==> config.mk <==
export PLATFORM = sky130hd
export DESIGN_NAME = dbc_ctrl
export DESIGN_NICKNAME = d
export VERILOG_FILES = /design/src/hdl/dbc_pkg.sv /design/src/hdl/dbc_ctrl.sv
export SDC_FILE = /design/constraint.sdc
export NUM_CORES = 1
export LEC_CHECK = 0
export ABC_AREA = 1
export BUFFER_PORTS_ARGS = -buffer_cell sky130_fd_sc_hd__clkbuf_2
export CORE_MARGIN = 3
export CORE_UTILIZATION = 60
export DETAILED_ROUTE_END_ITERATION = 10
export PLACE_DENSITY = 0.88
export REMOVE_ABC_BUFFERS = 1
export SLEW_MARGIN = 10
export SYNTH_ARGS = -nofsm -noshare
export SYNTH_HDL_FRONTEND = slang
export SYNTH_SLANG_ARGS = --single-unit
export TNS_END_PERCENT = 50
==> constraint.sdc <==
create_clock -name clk -period 3.2 [get_ports clk]
set_input_delay 0.64 -clock clk [delete_from_list [all_inputs] [get_ports clk]]
set_output_delay 0.64 -clock clk [all_outputs]
set_load 0.1 [all_outputs]
==> src/hdl/dbc_pkg.sv <==
// Package: constants, types and register map of the cascaded converter control
package dbc_pkg;

    // Operating modes from the system mode controller
    typedef enum logic [2:0] {
        DBC_MODE_SLEEP = 3'h0,
        DBC_MODE_RESTART = 3'h1,
        DBC_MODE_NORMAL = 3'h3,
        DBC_MODE_STOP = 3'h2,
        DBC_MODE_FAILSAFE = 3'h6
    } dbc_mode_e;

    // Buck control states, Gray coded along off, soft start, pwm, pfm
    typedef enum logic [1:0] {
        DBC_BK_OFF = 2'h0,
        DBC_BK_SOFT = 2'h1,
        DBC_BK_PWM = 2'h3,
        DBC_BK_PFM = 2'h2
    } dbc_buck_e;

    // Register indices (word addresses)
    localparam logic [3:0] DBC_ADDR_HW_CONFIG = 4'h0;
    localparam logic [3:0] DBC_ADDR_FAULT_STAT = 4'h1;
    localparam logic [3:0] DBC_ADDR_WAKE_STAT = 4'h2;
    localparam logic [3:0] DBC_ADDR_STATE = 4'h3;

    // hardware_config_register fields
    localparam int DBC_CFG_BOOST_EN = 0;
    localparam int DBC_CFG_BOOST_V = 1;
    localparam int DBC_CFG_PWM_AUTO = 2;
    localparam int DBC_CFG_PWM_BY_WAKE = 3;
    localparam logic [7:0] DBC_CFG_RESET = 8'h04;
    localparam logic [7:0] DBC_CFG_MASK = 8'h0F;

    // converter_fault_status fields
    localparam int DBC_FLT_BCK_OPEN = 0;
    localparam int DBC_FLT_BCK_SHORT = 1;
    localparam int DBC_FLT_BCK_RANGE = 2;
    localparam int DBC_FLT_BST_OPEN = 3;
    localparam int DBC_FLT_BST_SHORT = 4;
    localparam int DBC_FLT_BST_GND = 5;
    localparam int DBC_FLT_STEP_UP_RUNNING_FLAG = 6;
    localparam int DBC_FLT_W = 7;

    // Wake status: load_surge_flag
    localparam int DBC_WK_SURGE = 0;

    // Soft start: duty is 8 bits, full scale is 100 % on time
    localparam logic [7:0] DBC_DUTY_MIN = 8'h08;
    localparam logic [7:0] DBC_DUTY_STEP = 8'h08;
    localparam logic [7:0] DBC_DUTY_FULL = 8'hFF;
    localparam logic [7:0] DBC_HOLD_PERIODS = 8'h04;

    // Switching period: 2.5 us at 40 MHz
    localparam int DBC_CLK_MHZ = 40;
    localparam int DBC_SW_PERIOD_NS = 2500;
    localparam logic [7:0] DBC_SW_CYCLES = 8'((DBC_SW_PERIOD_NS * DBC_CLK_MHZ) / 1000);

    // Analog comparator bundle, asynchronous to clk
    typedef struct packed {
        logic sensed_battery_level_below_th1;
        logic sensed_battery_level_above_hys1;
        logic sensed_battery_level_below_th2;
        logic sensed_battery_level_above_hys2;
        logic buck_out_reached;
        logic buck_out_of_range;
        logic buck_sw_open;
        logic buck_sw_short;
        logic boost_open;
        logic boost_short;
        logic boost_gnd_loss;
        logic boost_peak_oc;
        logic load_over_pfm;
    } dbc_comp_s;

    localparam int DBC_COMP_W = $bits(dbc_comp_s);

    // Controls toward the power stages
    typedef struct packed {
        logic buck_en;
        logic buck_pwm;
        logic [7:0] buck_duty_max;
        logic buck_loop_closed;
        logic boost_en;
        logic boost_run;
        logic boost_vsel;
        logic boost_duty_cut;
    } dbc_ctrl_s;

endpackage

==> src/hdl/dbc_ctrl.sv <==
// Control logic of the boost pre-regulator and buck post-regulator cascade
// ----------------------------------------------------------------
// ----------------------------------------------------------------
//
// The register offsets and the plain strobed port were chosen for this implementation.
`timescale 1ns/1ps
`default_nettype none

module dbc_ctrl
    import dbc_pkg::*;
(
    // Clock and reset
    input wire logic clk,
    input wire logic srst,
    // Register port
    input wire logic [3:0] reg_addr,
    input wire logic [7:0] reg_wdata,
    input wire logic reg_wr,
    input wire logic reg_rd,
    output logic [7:0] reg_rdata,
    // Mode controller
    input wire dbc_mode_e mode,
    input wire logic stop_cmd,
    input wire logic wake_pin,
    // Analog side
    input wire dbc_comp_s comp,
    output dbc_ctrl_s ctrl,
    output logic surge_event
);

    // ----------------------------------------------------------------
    // Comparator synchronisers
    // ----------------------------------------------------------------
    dbc_comp_s sync1_q, sync2_q;

    always_ff @(posedge clk) begin
        if (srst) begin
            sync1_q <= '0;
            sync2_q <= '0;
        end else begin
            sync1_q <= comp;
            sync2_q <= sync1_q;
        end
    end

    function automatic logic addr_hit(input logic [3:0] a, input logic [3:0] r);
        return a == r;
    endfunction

    wire logic wr_cfg = reg_wr && addr_hit(reg_addr, DBC_ADDR_HW_CONFIG);
    wire logic wr_flt = reg_wr && addr_hit(reg_addr, DBC_ADDR_FAULT_STAT);
    wire logic wr_wk = reg_wr && addr_hit(reg_addr, DBC_ADDR_WAKE_STAT);

    // ----------------------------------------------------------------
    // Configuration register
    // ----------------------------------------------------------------
    logic [7:0] cfg_q, cfg_d;

    always_comb begin
        cfg_d = cfg_q;
        if (wr_cfg) begin
            cfg_d = reg_wdata & DBC_CFG_MASK;
        end
    end

    always_ff @(posedge clk) begin
        if (srst) begin
            cfg_q <= DBC_CFG_RESET;
        end else begin
            cfg_q <= cfg_d;
        end
    end

    wire logic active = (mode == DBC_MODE_NORMAL) || (mode == DBC_MODE_STOP)
        || (mode == DBC_MODE_RESTART);

    // ----------------------------------------------------------------
    // Boost hysteretic control
    // ----------------------------------------------------------------
    logic boost_run_q, boost_run_d;
    logic below_th, above_hys, boost_allowed;

    always_comb begin
        // Restart keeps the setting made in normal mode
        boost_allowed = active && cfg_q[DBC_CFG_BOOST_EN];
        below_th = cfg_q[DBC_CFG_BOOST_V] ? sync2_q.sensed_battery_level_below_th1
            : sync2_q.sensed_battery_level_below_th2;
        above_hys = cfg_q[DBC_CFG_BOOST_V] ? sync2_q.sensed_battery_level_above_hys1
            : sync2_q.sensed_battery_level_above_hys2;
        boost_run_d = boost_run_q;
        if (!boost_allowed) begin
            boost_run_d = 1'b0;
        end else if (below_th) begin
            boost_run_d = 1'b1;
        end else if (above_hys) begin
            boost_run_d = 1'b0;
        end
    end

    always_ff @(posedge clk) begin
        if (srst) begin
            boost_run_q <= 1'b0;
        end else begin
            boost_run_q <= boost_run_d;
        end
    end

    // ----------------------------------------------------------------
    // Buck modulation and soft start
    // ----------------------------------------------------------------
    dbc_buck_e bk_q, bk_d;
    dbc_mode_e mode_q;
    logic [7:0] duty_q, duty_d;
    logic [7:0] per_q, per_d;
    logic [7:0] hold_q, hold_d;
    logic first_q;
    logic pwm_req, surge_set, wake_pfm;

    always_comb begin
        bk_d = bk_q;
        duty_d = duty_q;
        per_d = per_q;
        hold_d = hold_q;
        surge_set = 1'b0;
        // Manual switch by the wake pin, else auto switch on overload
        pwm_req = cfg_q[DBC_CFG_PWM_BY_WAKE] && wake_pin;
        // A low wake pin hands the buck back to PFM while the pin has control
        wake_pfm = cfg_q[DBC_CFG_PWM_BY_WAKE] && !wake_pin;
        if (!active) begin
            bk_d = DBC_BK_OFF;
        end else begin
            case (bk_q)
                DBC_BK_OFF: begin
                    // Power-up, or sleep/fail-safe into restart
                    if (mode == DBC_MODE_RESTART || first_q) begin
                        bk_d = DBC_BK_SOFT;
                    end else begin
                        bk_d = DBC_BK_PWM;
                    end
                    duty_d = DBC_DUTY_MIN;
                    per_d = '0;
                    hold_d = '0;
                end
                DBC_BK_SOFT: begin
                    if (sync2_q.buck_out_reached) begin
                        bk_d = (mode == DBC_MODE_STOP) ? DBC_BK_PFM : DBC_BK_PWM;
                    end else if (per_q == DBC_SW_CYCLES - 8'h01) begin
                        per_d = '0;
                        if (hold_q == DBC_HOLD_PERIODS - 8'h01) begin
                            hold_d = '0;
                            duty_d = (duty_q > DBC_DUTY_FULL - DBC_DUTY_STEP) ? DBC_DUTY_FULL
                                : duty_q + DBC_DUTY_STEP;
                        end else begin
                            hold_d = hold_q + 8'h01;
                        end
                    end else begin
                        per_d = per_q + 8'h01;
                    end
                end
                DBC_BK_PWM: begin
                    duty_d = DBC_DUTY_FULL;
                    if (mode == DBC_MODE_STOP
                        && (mode_q != DBC_MODE_STOP || stop_cmd || wake_pfm)) begin
                        bk_d = DBC_BK_PFM;
                    end
                end
                DBC_BK_PFM: begin
                    if (mode != DBC_MODE_STOP) begin
                        bk_d = DBC_BK_PWM;
                    end else if (pwm_req) begin
                        bk_d = DBC_BK_PWM;
                    end else if (cfg_q[DBC_CFG_PWM_AUTO] && !cfg_q[DBC_CFG_PWM_BY_WAKE]
                        && sync2_q.load_over_pfm) begin
                        // Under wake-pin control the pin alone decides, so no ping-pong
                        bk_d = DBC_BK_PWM;
                        surge_set = 1'b1;
                    end
                end
                default: bk_d = DBC_BK_OFF;
            endcase
            // Every way into PWM lifts the duty limit to full on-time at once
            if (bk_d == DBC_BK_PWM) begin
                duty_d = DBC_DUTY_FULL;
            end
        end
    end

    always_ff @(posedge clk) begin
        if (srst) begin
            bk_q <= DBC_BK_OFF;
            mode_q <= DBC_MODE_SLEEP;
            duty_q <= DBC_DUTY_MIN;
            per_q <= '0;
            hold_q <= '0;
            first_q <= 1'b1;
        end else begin
            bk_q <= bk_d;
            mode_q <= mode;
            duty_q <= duty_d;
            per_q <= per_d;
            hold_q <= hold_d;
            first_q <= first_q && !active;
        end
    end

    // ----------------------------------------------------------------
    // Sticky status flags; set wins over clear
    // ----------------------------------------------------------------
    logic [DBC_FLT_W-1:0] flt_q, flt_d, flt_set;
    logic surge_q, surge_d;

    always_comb begin
        flt_set = '0;
        flt_set[DBC_FLT_BCK_OPEN] = sync2_q.buck_sw_open;
        flt_set[DBC_FLT_BCK_SHORT] = sync2_q.buck_sw_short;
        flt_set[DBC_FLT_BCK_RANGE] = sync2_q.buck_out_of_range;
        flt_set[DBC_FLT_BST_OPEN] = sync2_q.boost_open;
        flt_set[DBC_FLT_BST_SHORT] = sync2_q.boost_short;
        flt_set[DBC_FLT_BST_GND] = sync2_q.boost_gnd_loss;
        flt_set[DBC_FLT_STEP_UP_RUNNING_FLAG] = boost_run_d && !boost_run_q;
        flt_d = flt_q;
        if (wr_flt) begin
            flt_d = flt_q & ~reg_wdata[DBC_FLT_W-1:0];
            // Boost-active only clears while supply sits above threshold
            if (below_th) begin
                flt_d[DBC_FLT_STEP_UP_RUNNING_FLAG] = flt_q[DBC_FLT_STEP_UP_RUNNING_FLAG];
            end
        end
        flt_d = flt_d | flt_set;
        surge_d = surge_q;
        if (wr_wk && reg_wdata[DBC_WK_SURGE]) begin
            surge_d = 1'b0;
        end
        surge_d = surge_d | surge_set;
    end

    // Flags feed only the read path, never mode or config
    always_ff @(posedge clk) begin
        if (srst) begin
            flt_q <= '0;
            surge_q <= 1'b0;
        end else begin
            flt_q <= flt_d;
            surge_q <= surge_d;
        end
    end

    // ----------------------------------------------------------------
    // Outputs and read port
    // ----------------------------------------------------------------
    dbc_ctrl_s ctrl_q, ctrl_d;
    logic surge_ev_q;
    logic [7:0] rdata_q, rdata_d;

    always_comb begin
        ctrl_d.buck_en = active && bk_d != DBC_BK_OFF;
        ctrl_d.buck_pwm = bk_d == DBC_BK_PWM || bk_d == DBC_BK_SOFT;
        ctrl_d.buck_duty_max = duty_d;
        ctrl_d.buck_loop_closed = bk_d == DBC_BK_PWM || bk_d == DBC_BK_PFM;
        ctrl_d.boost_en = boost_allowed;
        ctrl_d.boost_run = boost_run_d;
        ctrl_d.boost_vsel = cfg_q[DBC_CFG_BOOST_V];
        ctrl_d.boost_duty_cut = boost_run_d && sync2_q.boost_peak_oc;
        rdata_d = '0;
        if (reg_rd) begin
            case (reg_addr)
                DBC_ADDR_HW_CONFIG: rdata_d = cfg_q;
                DBC_ADDR_FAULT_STAT: rdata_d = 8'(flt_q);
                DBC_ADDR_WAKE_STAT: rdata_d = 8'(surge_q);
                DBC_ADDR_STATE: rdata_d = {boost_run_q, 3'(mode_q), 2'h0, 2'(bk_q)};
                default: rdata_d = '0;
            endcase
        end
    end

    always_ff @(posedge clk) begin
        if (srst) begin
            ctrl_q <= '0;
            surge_ev_q <= 1'b0;
            rdata_q <= '0;
        end else begin
            ctrl_q <= ctrl_d;
            surge_ev_q <= surge_set;
            rdata_q <= rdata_d;
        end
    end

    assign ctrl = ctrl_q;
    assign surge_event = surge_ev_q;
    assign reg_rdata = rdata_q;

endmodule

`default_nettype wire

Word level (Yosys, flattened, before mapping)
Index checks and enable logic that the tools add are counted.
{ "word_totals": {"input_bits": 34, "out_inout_bits": 24, "word_cells": 143, "reg_bits": 92} }
{ "classes": {"n_addsub": 3, "n_bitwise": 5, "n_reduce_logical": 32, "n_eq_ne": 19, "n_lt_le_gt_ge": 1, "mux": 38} }
{ "ops": {"columns": ["op", "n"], "rows": [
  ["2-to-1 mux 8 bit", 11],
  ["case mux 8 bit (2 select lines)", 2],
  ["case mux 8 bit (4 select lines)", 1],
  ["case mux 8 bit (3 select lines)", 1],
  ["adder 8 x 1 -> 8 bit, second input constant", 2],
  ["2-to-1 mux 2 bit", 8],
  ["logical AND 1 bit", 14],
  ["2-to-1 mux 1 bit", 13],
  ["equality test 2 bit, second input constant", 5],
  ["adder 8 x 4 -> 8 bit, second input constant", 1],
  ["equality test 4 x 2 -> 1 bit, second input constant", 2],
  ["equality test 8 x 2 -> 1 bit, second input constant", 1],
  ["equality test 8 x 7 -> 1 bit, second input constant", 1],
  ["> comparator 8 bit, second input constant", 1],
  ["case mux 2 bit (4 select lines)", 1],
  ["bitwise AND 7 bit", 1],
  ["logical OR 1 bit", 7],
  ["2-to-1 mux 7 bit", 1],
  ["inverter 7 bit", 1],
  ["bitwise OR 7 bit", 1],
  ["equality test 3 x 2 -> 1 bit, second input constant", 2],
  ["!= test 3 x 2 -> 1 bit, second input constant", 2],
  ["equality test 2 x 1 -> 1 bit, second input constant", 2],
  ["equality test 4 x 1 -> 1 bit, second input constant", 1],
  ["11 further kinds", 16]
]} }

Depth between registers and ports, before layout
Gate-level depths: netlist of run 1.
{ "depth": {"ltp_word": 11, "depth_mapped": 12, "depth_no_buf": 12} }

Least setup slack after synthesis of run 1
Ideal clock, no wire load.
{ "synth_path": {"kind": "flip-flop to flip-flop", "from": "register ctrl[13] (netlist name)", "to": "register duty_q[5]", "arrival_time_ps": 2042, "setup_time_ps": 109, "synth_period_minus_slack_ps": 2151, "stages_incl_launch_ff": 10, "setup_slack_ps": 1049, "path_cell_list": "dfxtp_1 -> inv_1 -> nor2_4 -> nand2_1 -> nand3_1 -> nand2_1 -> a21oi_2 -> nand3_1 -> nand2_1 -> inv_1"} }
{ "synth_lines": {"columns": ["item", "line", "source"], "rows": [
  ["to (signal assigned)", "dbc_ctrl.sv:199", "duty_q <= duty_d;"],
  ["to (decl)", "dbc_ctrl.sv:113", "logic [7:0] duty_q, duty_d;"]
]} }

==> out/qor.json, run 1 <==
{
  "synth": {
    "synth.area.top_cells": "sky130_fd_sc_hd__dfxtp_1 47%, sky130_fd_sc_hd__inv_1 9.4%, sky130_fd_sc_hd__nand2_1 9.4%",
    "postSynth.topFlopCell": "sky130_fd_sc_hd__dfxtp_1",
    "post-synth-top-area-cell": "sky130_fd_sc_hd__dfxtp_1",
    "seq_area_frac_synth_pct": 47.34,
    "synth_commonest_cells": "88 x sky130_fd_sc_hd__inv_1, 88 x sky130_fd_sc_hd__nand2_1, 83 x sky130_fd_sc_hd__dfxtp_1",
    "synth.lib_cells_used.distinct": 35,
    "synth-warning-count": 0,
    "yosysTopAreaCellShare_pct": 47.34,
    "async_flop_share_pct": 0,
    "synth.cell_area_um2": 3510,
    "synthesis.instances": 484,
    "synthesis.area_per_instance_um2": 7.251,
    "yosys_register_bits": 83,
    "number_of_synthesized_flops_with_an_enable_pin": 0
  },
  "worst_setup_path": {
    "slowest_stage": "sky130_fd_sc_hd__clkbuf_2",
    "timing.critical_path.arrival_ns": 1.40,
    "setup.worst_path.class": "reg2out",
    "cp_slowest_stage_delay_ns": 0.53,
    "cp.buffers_inverters": 1,
    "worstSetupStartpointType": "register",
    "crit_path_max_fanout": 6,
    "timing.critical_path.required_ns": 2.56,
    "cp-end-kind": "output pin",
    "path_delay_family": "buffers and inverters",
    "path_cells": "clkbuf_2"
  },
  "grt": {
    "vias_in_the_first_global_route": 2908,
    "grt_pass1_wl_um": 12290,
    "grt_start_max_net_pins": 46,
    "initial_antenna_violation_count": 0,
    "globalRouteOverflowTotal": 0,
    "track_usage_pct": 23.85
  },
  "power": {
    "combinationalPowerShare_pct": 11.4,
    "p_clk_share_pct": 38.9,
    "seq_power_share_pct": 49.7,
    "powerDensity_nw_per_um2": 547.0,
    "total_switching_power_uw": 617.4,
    "ir_worst_vdd_uv": 395.7,
    "static-leakage-power_nw": 1.915,
    "cellInternalPower_mw": 1.589,
    "net_sw_share_pct": 27.98,
    "fin_total_pwr_mw": 2.207
  },
  "place": {
    "post-place-ws_ns": 1.158,
    "io_buffers": 56,
    "place_congestion": 0.8905,
    "detailed_placer_s_ending_hpwl_um": 5305
  },
  "cts": {
    "clk_transition_reported_paths_ns": 0.09,
    "post_cts.repair.setup_buffers": 0,
    "cts.sinks": 83,
    "clk_root_buffer_cell": "sky130_fd_sc_hd__clkbuf_8",
    "cts-buffers-inserted": 9,
    "postCtsResizedCells": 0,
    "ctsLongestPathBuffers": 2,
    "clk_latency_ns": 0.36,
    "ctsHoldBuffers": 0,
    "htree_num_levels": 3,
    "cts_tree": "yes"
  },
  "floorplan": {
    "die_h_um": 82.48,
    "std_cell_rows": 27,
    "die_w_um": 82.48,
    "floorplan.core_area_um2": 5574,
    "dieArea_um2": 6803,
    "floorplan.initialDensity_pct": 62.96,
    "io-pin-count": 58
  },
  "layout": {
    "final_net_count": 575,
    "antenna-diode-count": 0,
    "share_of_post_route_cells_with_drive_strength_above_1_pct": 16.76,
    "finalCoreUtilization_pct": 72.37,
    "syn2layout_area_growth_pct": 14.94
  },
  "sta": {
    "worst_slack_ns": 1.158,
    "timing_worst_slew_pin_value_ns": 0.5521,
    "normalized_max_slew_margin_pct": 63.35,
    "fin_worst_skew_ns": 0.009712,
    "achievable-frequency_mhz": 489.6,
    "final.period_utilization_pct": 63.83,
    "pins_over_their_slew_limit": 0,
    "timing.final.hold_violations": 0,
    "report.final.setup_viol": 0,
    "whs_ns": 0.4052,
    "tns_ns": 0,
    "unrepaired_setup_endpoints_after_global_routing": "false",
    "finalCriticalPeriod_ns": 2.042
  },
  "flow_run": {
    "max_cap_viol_count": 0
  },
  "route": {
    "via_count": 3125,
    "routed_via_density": 5.081,
    "routed_wirelength_um": 7503,
    "ant_nets": 0,
    "detail_route.wl_per_cell_um": 12.20,
    "drt_drc_violations_left": 0,
    "detail_route.iter0.violations": 211,
    "drt_first_pass_iters": 7
  },
  "run_status": {
    "run_status": "finished clean"
  },
  "worst_hold_path": {
    "hold_class": "reg2reg"
  }
}
## registers in the layout, indices dropped and copies added (netlist names)
register	flops
flt_set	6
mode_q	3
bk_q	1
cfg_q	4
first_q	1
flt_q	7
surge_q	1
duty_q	8
sync2_q	7
sync1_q	13
hold_q	8
per_q	8
surge_event	1
ctrl	7
reg_rdata	8
## area by class of cell
type,instances,area (um2)
inverters,93,352.8
well taps,72,90.09
repair buffers,57,287.8
clock inverters,7,105.1
multi-input cells,294,1413
clock buffers,9,123.9
flip-flops and latches,83,1662
fillers,460,1540
## cells by family (layout without fill, tap and decap cells)
logic type	after synthesis	after routing	share of synthesized area, %
buf+inv	107	166	12.41
fa+ha+maj	3	3	1.070
compound gates	62	62	10.41
mux	1	1	0.2852
xor+xnor	5	5	1.248
simple gates	223	223	27.24
flops	83	83	47.34
## power groups by stage
stage	sequential (mW)	clock [mW]	combinational [mW]
6_report	1.10	0.859	0.251
5_1_grt	1.10	0.907	0.279
4_1_cts	1.10	0.871	0.251
3_5_place_dp	1.12	0	0.249
3_3_place_gp	1.12	0	0.243
2_1_floorplan	1.19	0	0.107
## cell usage in the layout, fill, tap and decap left out, drive strengths merged
cell type  count
a21oi         38
a31o           1
a31oi          1
and3           1
buf            1
bufinv         2
clkbuf        65
clkinv         1
clkinvlp       1
dfxtp         83
ha             3
inv           96
mux2i          1
nand2         91
nand3         38
nand4          3
nor2          75
nor3          11
nor3b          1
nor4           3
o211ai         1
o21ai         20
o31ai          1
xnor2          1
xor2           4
## metrics by stage
stage                     area (um2)  instances
final                           4034        615
after global routing            4034        615
after CTS                       4034        615
after detailed placement        3805        599
after global placement          3805        599
after floorplan                 3427        470
## final timing paths
kind	from	endpoint	slack, ns	cells past startpoint
worst max-delay path	bk_q[1]	ctrl[4]	1.16	1
worst min-delay path	sync1_q[0]	sync2_q[0]	0.41	2
worst max register to register	hold_q[0]	duty_q[3]	1.38	10
worst min register to register	sync1_q[0]	sync2_q[0]	0.41	2
## metal layers
| metal | vias to the layer above | track usage [%] | part of all wire (%) |
|---|---|---|---|
| li1 | 1606 | - | - |
| met1 | 1400 | 29.76 | 44 |
| met2 | 101 | 37.74 | 47 |
| met3 | 18 | 5.098 | 5.7 |
| met4 | 0 | 14.12 | 2.6 |
| met5 | - | 0 | 0 |
(Power assumes the default switching activity.)
==> run 2: changes to the inputs <==
--- a/config.mk
+++ b/config.mk
@@ -5,12 +5,12 @@
 export SDC_FILE = /design/constraint.sdc
 export NUM_CORES = 1
 export LEC_CHECK = 0
-export ABC_AREA = 1
+export ABC_AREA = 0
 export BUFFER_PORTS_ARGS = -buffer_cell sky130_fd_sc_hd__clkbuf_2
 export CORE_MARGIN = 3
-export CORE_UTILIZATION = 60
+export CORE_UTILIZATION = 55
 export DETAILED_ROUTE_END_ITERATION = 10
-export PLACE_DENSITY = 0.88
+export PLACE_DENSITY = 0.83
 export REMOVE_ABC_BUFFERS = 1
 export SLEW_MARGIN = 10
 export SYNTH_ARGS = -nofsm -noshare
==> constraint.sdc (replaced) <==
create_clock -name clk -period 2 [get_ports clk]
set_input_delay 0.4 -clock clk [delete_from_list [all_inputs] [get_ports clk]]
set_output_delay 0.4 -clock clk [all_outputs]
set_load 0.1 [all_outputs]
==> out/qor.json, run 2 <==
{
  "synth": {
    "synthesis.area_per_instance": {"value": 9.457, "unit": "um2", "change": "+30%"},
    "synthXorXnorAreaFrac": {"value": 3.430, "unit": "%", "change": "+2.2 points"},
    "seq_area_frac_synth": {"value": 50.06, "unit": "%", "change": "+2.7 points"},
    "synth_commonest_cells": "83 x sky130_fd_sc_hd__dfxtp_1, 39 x sky130_fd_sc_hd__nor2_1, 35 x sky130_fd_sc_hd__nor2b_1",
    "synth-warning-count": {"value": 0, "change": "unchanged"},
    "postSynth.topFlopCell": "sky130_fd_sc_hd__dfxtp_1",
    "yosysTopAreaCellShare": {"value": 50.06, "unit": "%", "change": "+2.7 points"},
    "synthMostInstantiatedCell": "sky130_fd_sc_hd__dfxtp_1",
    "synth.cell_area": {"value": 3319, "unit": "um2", "change": "-5.4%"},
    "synthesis.instances": {"value": 351, "change": "-27%"},
    "synthSimpleGateAreaFrac": {"value": 26.23, "unit": "%", "change": "-1.0 points"},
    "post-synth-top-area-cell": "sky130_fd_sc_hd__dfxtp_1",
    "async_flop_share": {"value": 0, "unit": "%", "change": "unchanged"},
    "muxShareOfSynthArea": {"value": 5.277, "unit": "%", "change": "+5.0 points"},
    "number_of_synthesized_flops_with_an_enable_pin": {"value": 0, "change": "unchanged"},
    "yosys_register_bits": {"value": 83, "change": "unchanged"},
    "post_synthesis_share_of_cell_area_spent_on_full_adders_half_adders_and_majority_gates": {"value": 1.131, "unit": "%", "change": "+0.061 points"},
    "synthesized_area_fraction_occupied_by_ao_oa_aoi_and_oai_cells": {"value": 8.933, "unit": "%", "change": "-1.5 points"},
    "synth.lib_cells_used.distinct": {"value": 51, "change": "+46%"},
    "synth.area.top_cells": "sky130_fd_sc_hd__dfxtp_1 50%, sky130_fd_sc_hd__nor2b_1 6.6%, sky130_fd_sc_hd__nor2_1 4.4%",
    "combinational_family_with_the_most_area_after_synthesis": "simple AND/OR/NAND/NOR gates"
  },
  "route": {
    "drt_first_pass_iters": {"value": 4, "change": "-3"},
    "detail_route.wl_per_cell": {"value": 14.04, "unit": "um", "change": "+15%"},
    "routed_via_density": {"value": 5.356, "change": "+5.4%"},
    "detail_route.iter0.violations": {"value": 176, "change": "-17%"},
    "routed_wirelength": {"value": 6908, "unit": "um", "change": "-7.9%"},
    "drt_drc_violations_left": {"value": 0, "change": "unchanged"},
    "via_count": {"value": 2635, "change": "-16%"},
    "ant_nets": {"value": 0, "change": "unchanged"}
  },
  "cts": {
    "post_cts.repair.setup_buffers": {"value": 0, "change": "unchanged"},
    "clk_root_buffer_cell": "sky130_fd_sc_hd__clkbuf_8",
    "cts.sinks": {"value": 83, "change": "unchanged"},
    "clk_transition_reported_paths": {"value": 0.08, "unit": "ns", "change": "about the same"},
    "cts-buffers-inserted": {"value": 9, "change": "unchanged"},
    "ctsHoldBuffers": {"value": 0, "change": "unchanged"},
    "clk_latency": {"value": 0.36, "unit": "ns", "change": "about the same"},
    "htree_num_levels": {"value": 3, "change": "unchanged"},
    "ctsLongestPathBuffers": {"value": 2, "change": "unchanged"},
    "cts_tree": "yes",
    "postCtsResizedCells": {"value": 0, "change": "unchanged"}
  },
  "sta": {
    "fin_worst_skew": {"value": 0.003598, "unit": "ns", "change": "-0.006114 ns"},
    "unrepaired_setup_endpoints_after_global_routing": "false",
    "timing.final.hold_violations": {"value": 0, "change": "unchanged"},
    "achievable-frequency_mhz": 519.4,
    "timing_worst_slew_pin_value": {"value": 0.5608, "unit": "ns", "change": "+0.008777 ns"},
    "final.period_utilization_pct": 96.26,
    "pins_over_their_slew_limit": {"value": 0, "change": "unchanged"},
    "normalized_max_slew_margin": {"value": 62.77, "unit": "%", "change": "-0.58 points"},
    "report.final.setup_viol": {"value": 0, "change": "unchanged"},
    "finalCriticalPeriod_ns": 1.925,
    "worst_slack": {"value": 0.07488, "unit": "ns", "change": "-1.083 ns"}
  },
  "place": {
    "post-place-ws": {"value": 0.1020, "unit": "ns", "change": "-1.056 ns"},
    "io_buffers": {"value": 56, "change": "unchanged"},
    "post-place-cells": {"value": 477, "change": "-20%"},
    "detailed_placer_s_ending_hpwl": {"value": 4922, "unit": "um", "change": "-7.2%"},
    "place_congestion": {"value": 0.8862, "change": "-0.48%"}
  },
  "worst_hold_path": {
    "whs_path_depth": {"value": 2, "change": "unchanged"},
    "hold_class": "in2reg"
  },
  "layout": {
    "final_net_count": {"value": 453, "change": "-21%"},
    "finalCoreUtilization": {"value": 68.94, "unit": "%", "change": "-3.4 points"},
    "share_of_post_route_cells_with_drive_strength_above_1": {"value": 24.52, "unit": "%", "change": "+7.8 points"},
    "largest_register_ff_count": {"value": 13, "change": "unchanged"},
    "antenna-diode-count": {"value": 0, "change": "unchanged"},
    "max_flop_register": "sync1_q",
    "syn2layout_area_growth_pct": 17.87,
    "layout_commonest_cell": "sky130_fd_sc_hd__dfxtp_1",
    "instances_no_fill": {"value": 492, "change": "-20%"},
    "layout_common_cells": "83 x sky130_fd_sc_hd__dfxtp_1, 56 x sky130_fd_sc_hd__clkbuf_2, 39 x sky130_fd_sc_hd__nor2_1"
  },
  "grt": {
    "globalRouteOverflowTotal": {"value": 0, "change": "unchanged"},
    "grt_pass1_wl": {"value": 11720, "unit": "um", "change": "-4.6%"},
    "vias_in_the_first_global_route": {"value": 2525, "change": "-13%"},
    "grt_start_max_net_pins": {"value": 32, "change": "-30%"},
    "initial_antenna_violation_count": {"value": 0, "change": "unchanged"},
    "track_usage": {"value": 20.89, "unit": "%", "change": "-3.0 points"}
  },
  "power": {
    "ir_worst_vdd": {"value": 744.4, "unit": "uV", "change": "+88%"},
    "fin_total_pwr": {"value": 3.303, "unit": "mW", "change": "+50%"},
    "powerDensity": {"value": 844.3, "unit": "nW/um2", "change": "+54%"},
    "static-leakage-power": {"value": 1.593, "unit": "nW", "change": "-17%"}
  },
  "worst_setup_path": {
    "cp-end-kind": "output pin",
    "ff2ff_path_depth": {"value": 6, "change": "-4"},
    "worstSetupStartpointType": "register",
    "timing.critical_path.arrival": {"value": 1.53, "unit": "ns", "change": "+0.13 ns"},
    "crit_path_max_fanout": {"value": 9, "change": "+3"},
    "timing.critical_path.required": {"value": 1.60, "unit": "ns", "change": "-0.96 ns"},
    "setup.worst_path.class": "reg2out"
  },
  "floorplan": {
    "dieArea": {"value": 7003, "unit": "um2", "change": "+2.9%"},
    "floorplan.core_area": {"value": 5675, "unit": "um2", "change": "+1.8%"},
    "die_h": {"value": 83.69, "unit": "um", "change": "+1.5%"},
    "std_cell_rows": {"value": 27, "change": "unchanged"},
    "floorplan.initialDensity": {"value": 58.49, "unit": "%", "change": "-4.5 points"},
    "io-pin-count": {"value": 58, "change": "unchanged"},
    "die_w": {"value": 83.69, "unit": "um", "change": "+1.5%"}
  },
  "flow_run": {
    "max_cap_viol_count": {"value": 0, "change": "unchanged"}
  },
  "run_status": {
    "run_status": "finished clean"
  }
}
[run 2: changes by cell type after synthesis, sizes merged, moves of 22 or more]
cell,previous run,this run
nor2,75,39
nand2,91,26
inv,92,9
a21oi,38,16
nand3,38,5
nor2b,0,35
[run 2: final timing paths]
path	start	end	slack [ns]
max	ctrl[13]	ctrl[13]	0.07
min	comp[3]	sync1_q[3]	0.24
max reg2reg	per_q[1]	duty_q[3]	0.17
min reg2reg	sync2_q[1]	ctrl[0]	0.44
[run 2: metal layers]
metal | up-vias | routed length, um | global-route usage (%)
met2 | 106 | 3155 | 32.97
li1 | 1324 | - | -
met3 | 15 | 506 | 5.627
met5 | - | 0 | 0
met4 | 0 | 166 | 9.064
met1 | 1190 | 3080 | 26.82
[run 2: area by class of cell]
class / count / area [um2]
Clock inverter: 5 / 62.56
Clock buffer: 10 / 127.6
Multi-Input combinational cell: 237 / 1506
Timing Repair Buffer: 76 / 430.4
Fill cell: 436 / 1763
Tap cell: 72 / 90.09
Sequential cell: 83 / 1662
Inverter: 9 / 33.78
[run 2: through the flow]
step                setup TNS, ns  cell area (um2)  hold WS (ns)
finish                          0             3913        0.2448
CTS                             0             3900        0.2390
floorplan                  -3.603             3189        0.4057
detailed placement              0             3710        0.4212
global placement                0             3710        0.4118
global route                    0             3913        0.2479
[run 2: logic make-up (layout without fill, tap and decap cells)]
kind of cell	after synthesis	after routing
buffers and inverters	31	100
AND/OR/NAND/NOR	159	159
multiplexers	16	16
XOR/XNOR	13	13
flip-flops	83	83
AO/OA/AOI/OAI	46	46
adder cells (fa/ha/maj)	3	3
[run 2: worst max-delay path, cell delays in order (launching register included)]
cell and delay [ns]:
sky130_fd_sc_hd__dfxtp_1 0.50, sky130_fd_sc_hd__buf_4 0.21, sky130_fd_sc_hd__clkbuf_2 0.46
[run 2: power breakdown]
| group | internal [mW] | switching [mW] | total, mW |
|---|---|---|---|
| combinational | 0.123 | 0.251 | 0.373 |
| sequential | 1.71 | 0.0328 | 1.74 |
| clock | 0.579 | 0.610 | 1.19 |
| total | 2.41 | 0.894 | 3.30 |
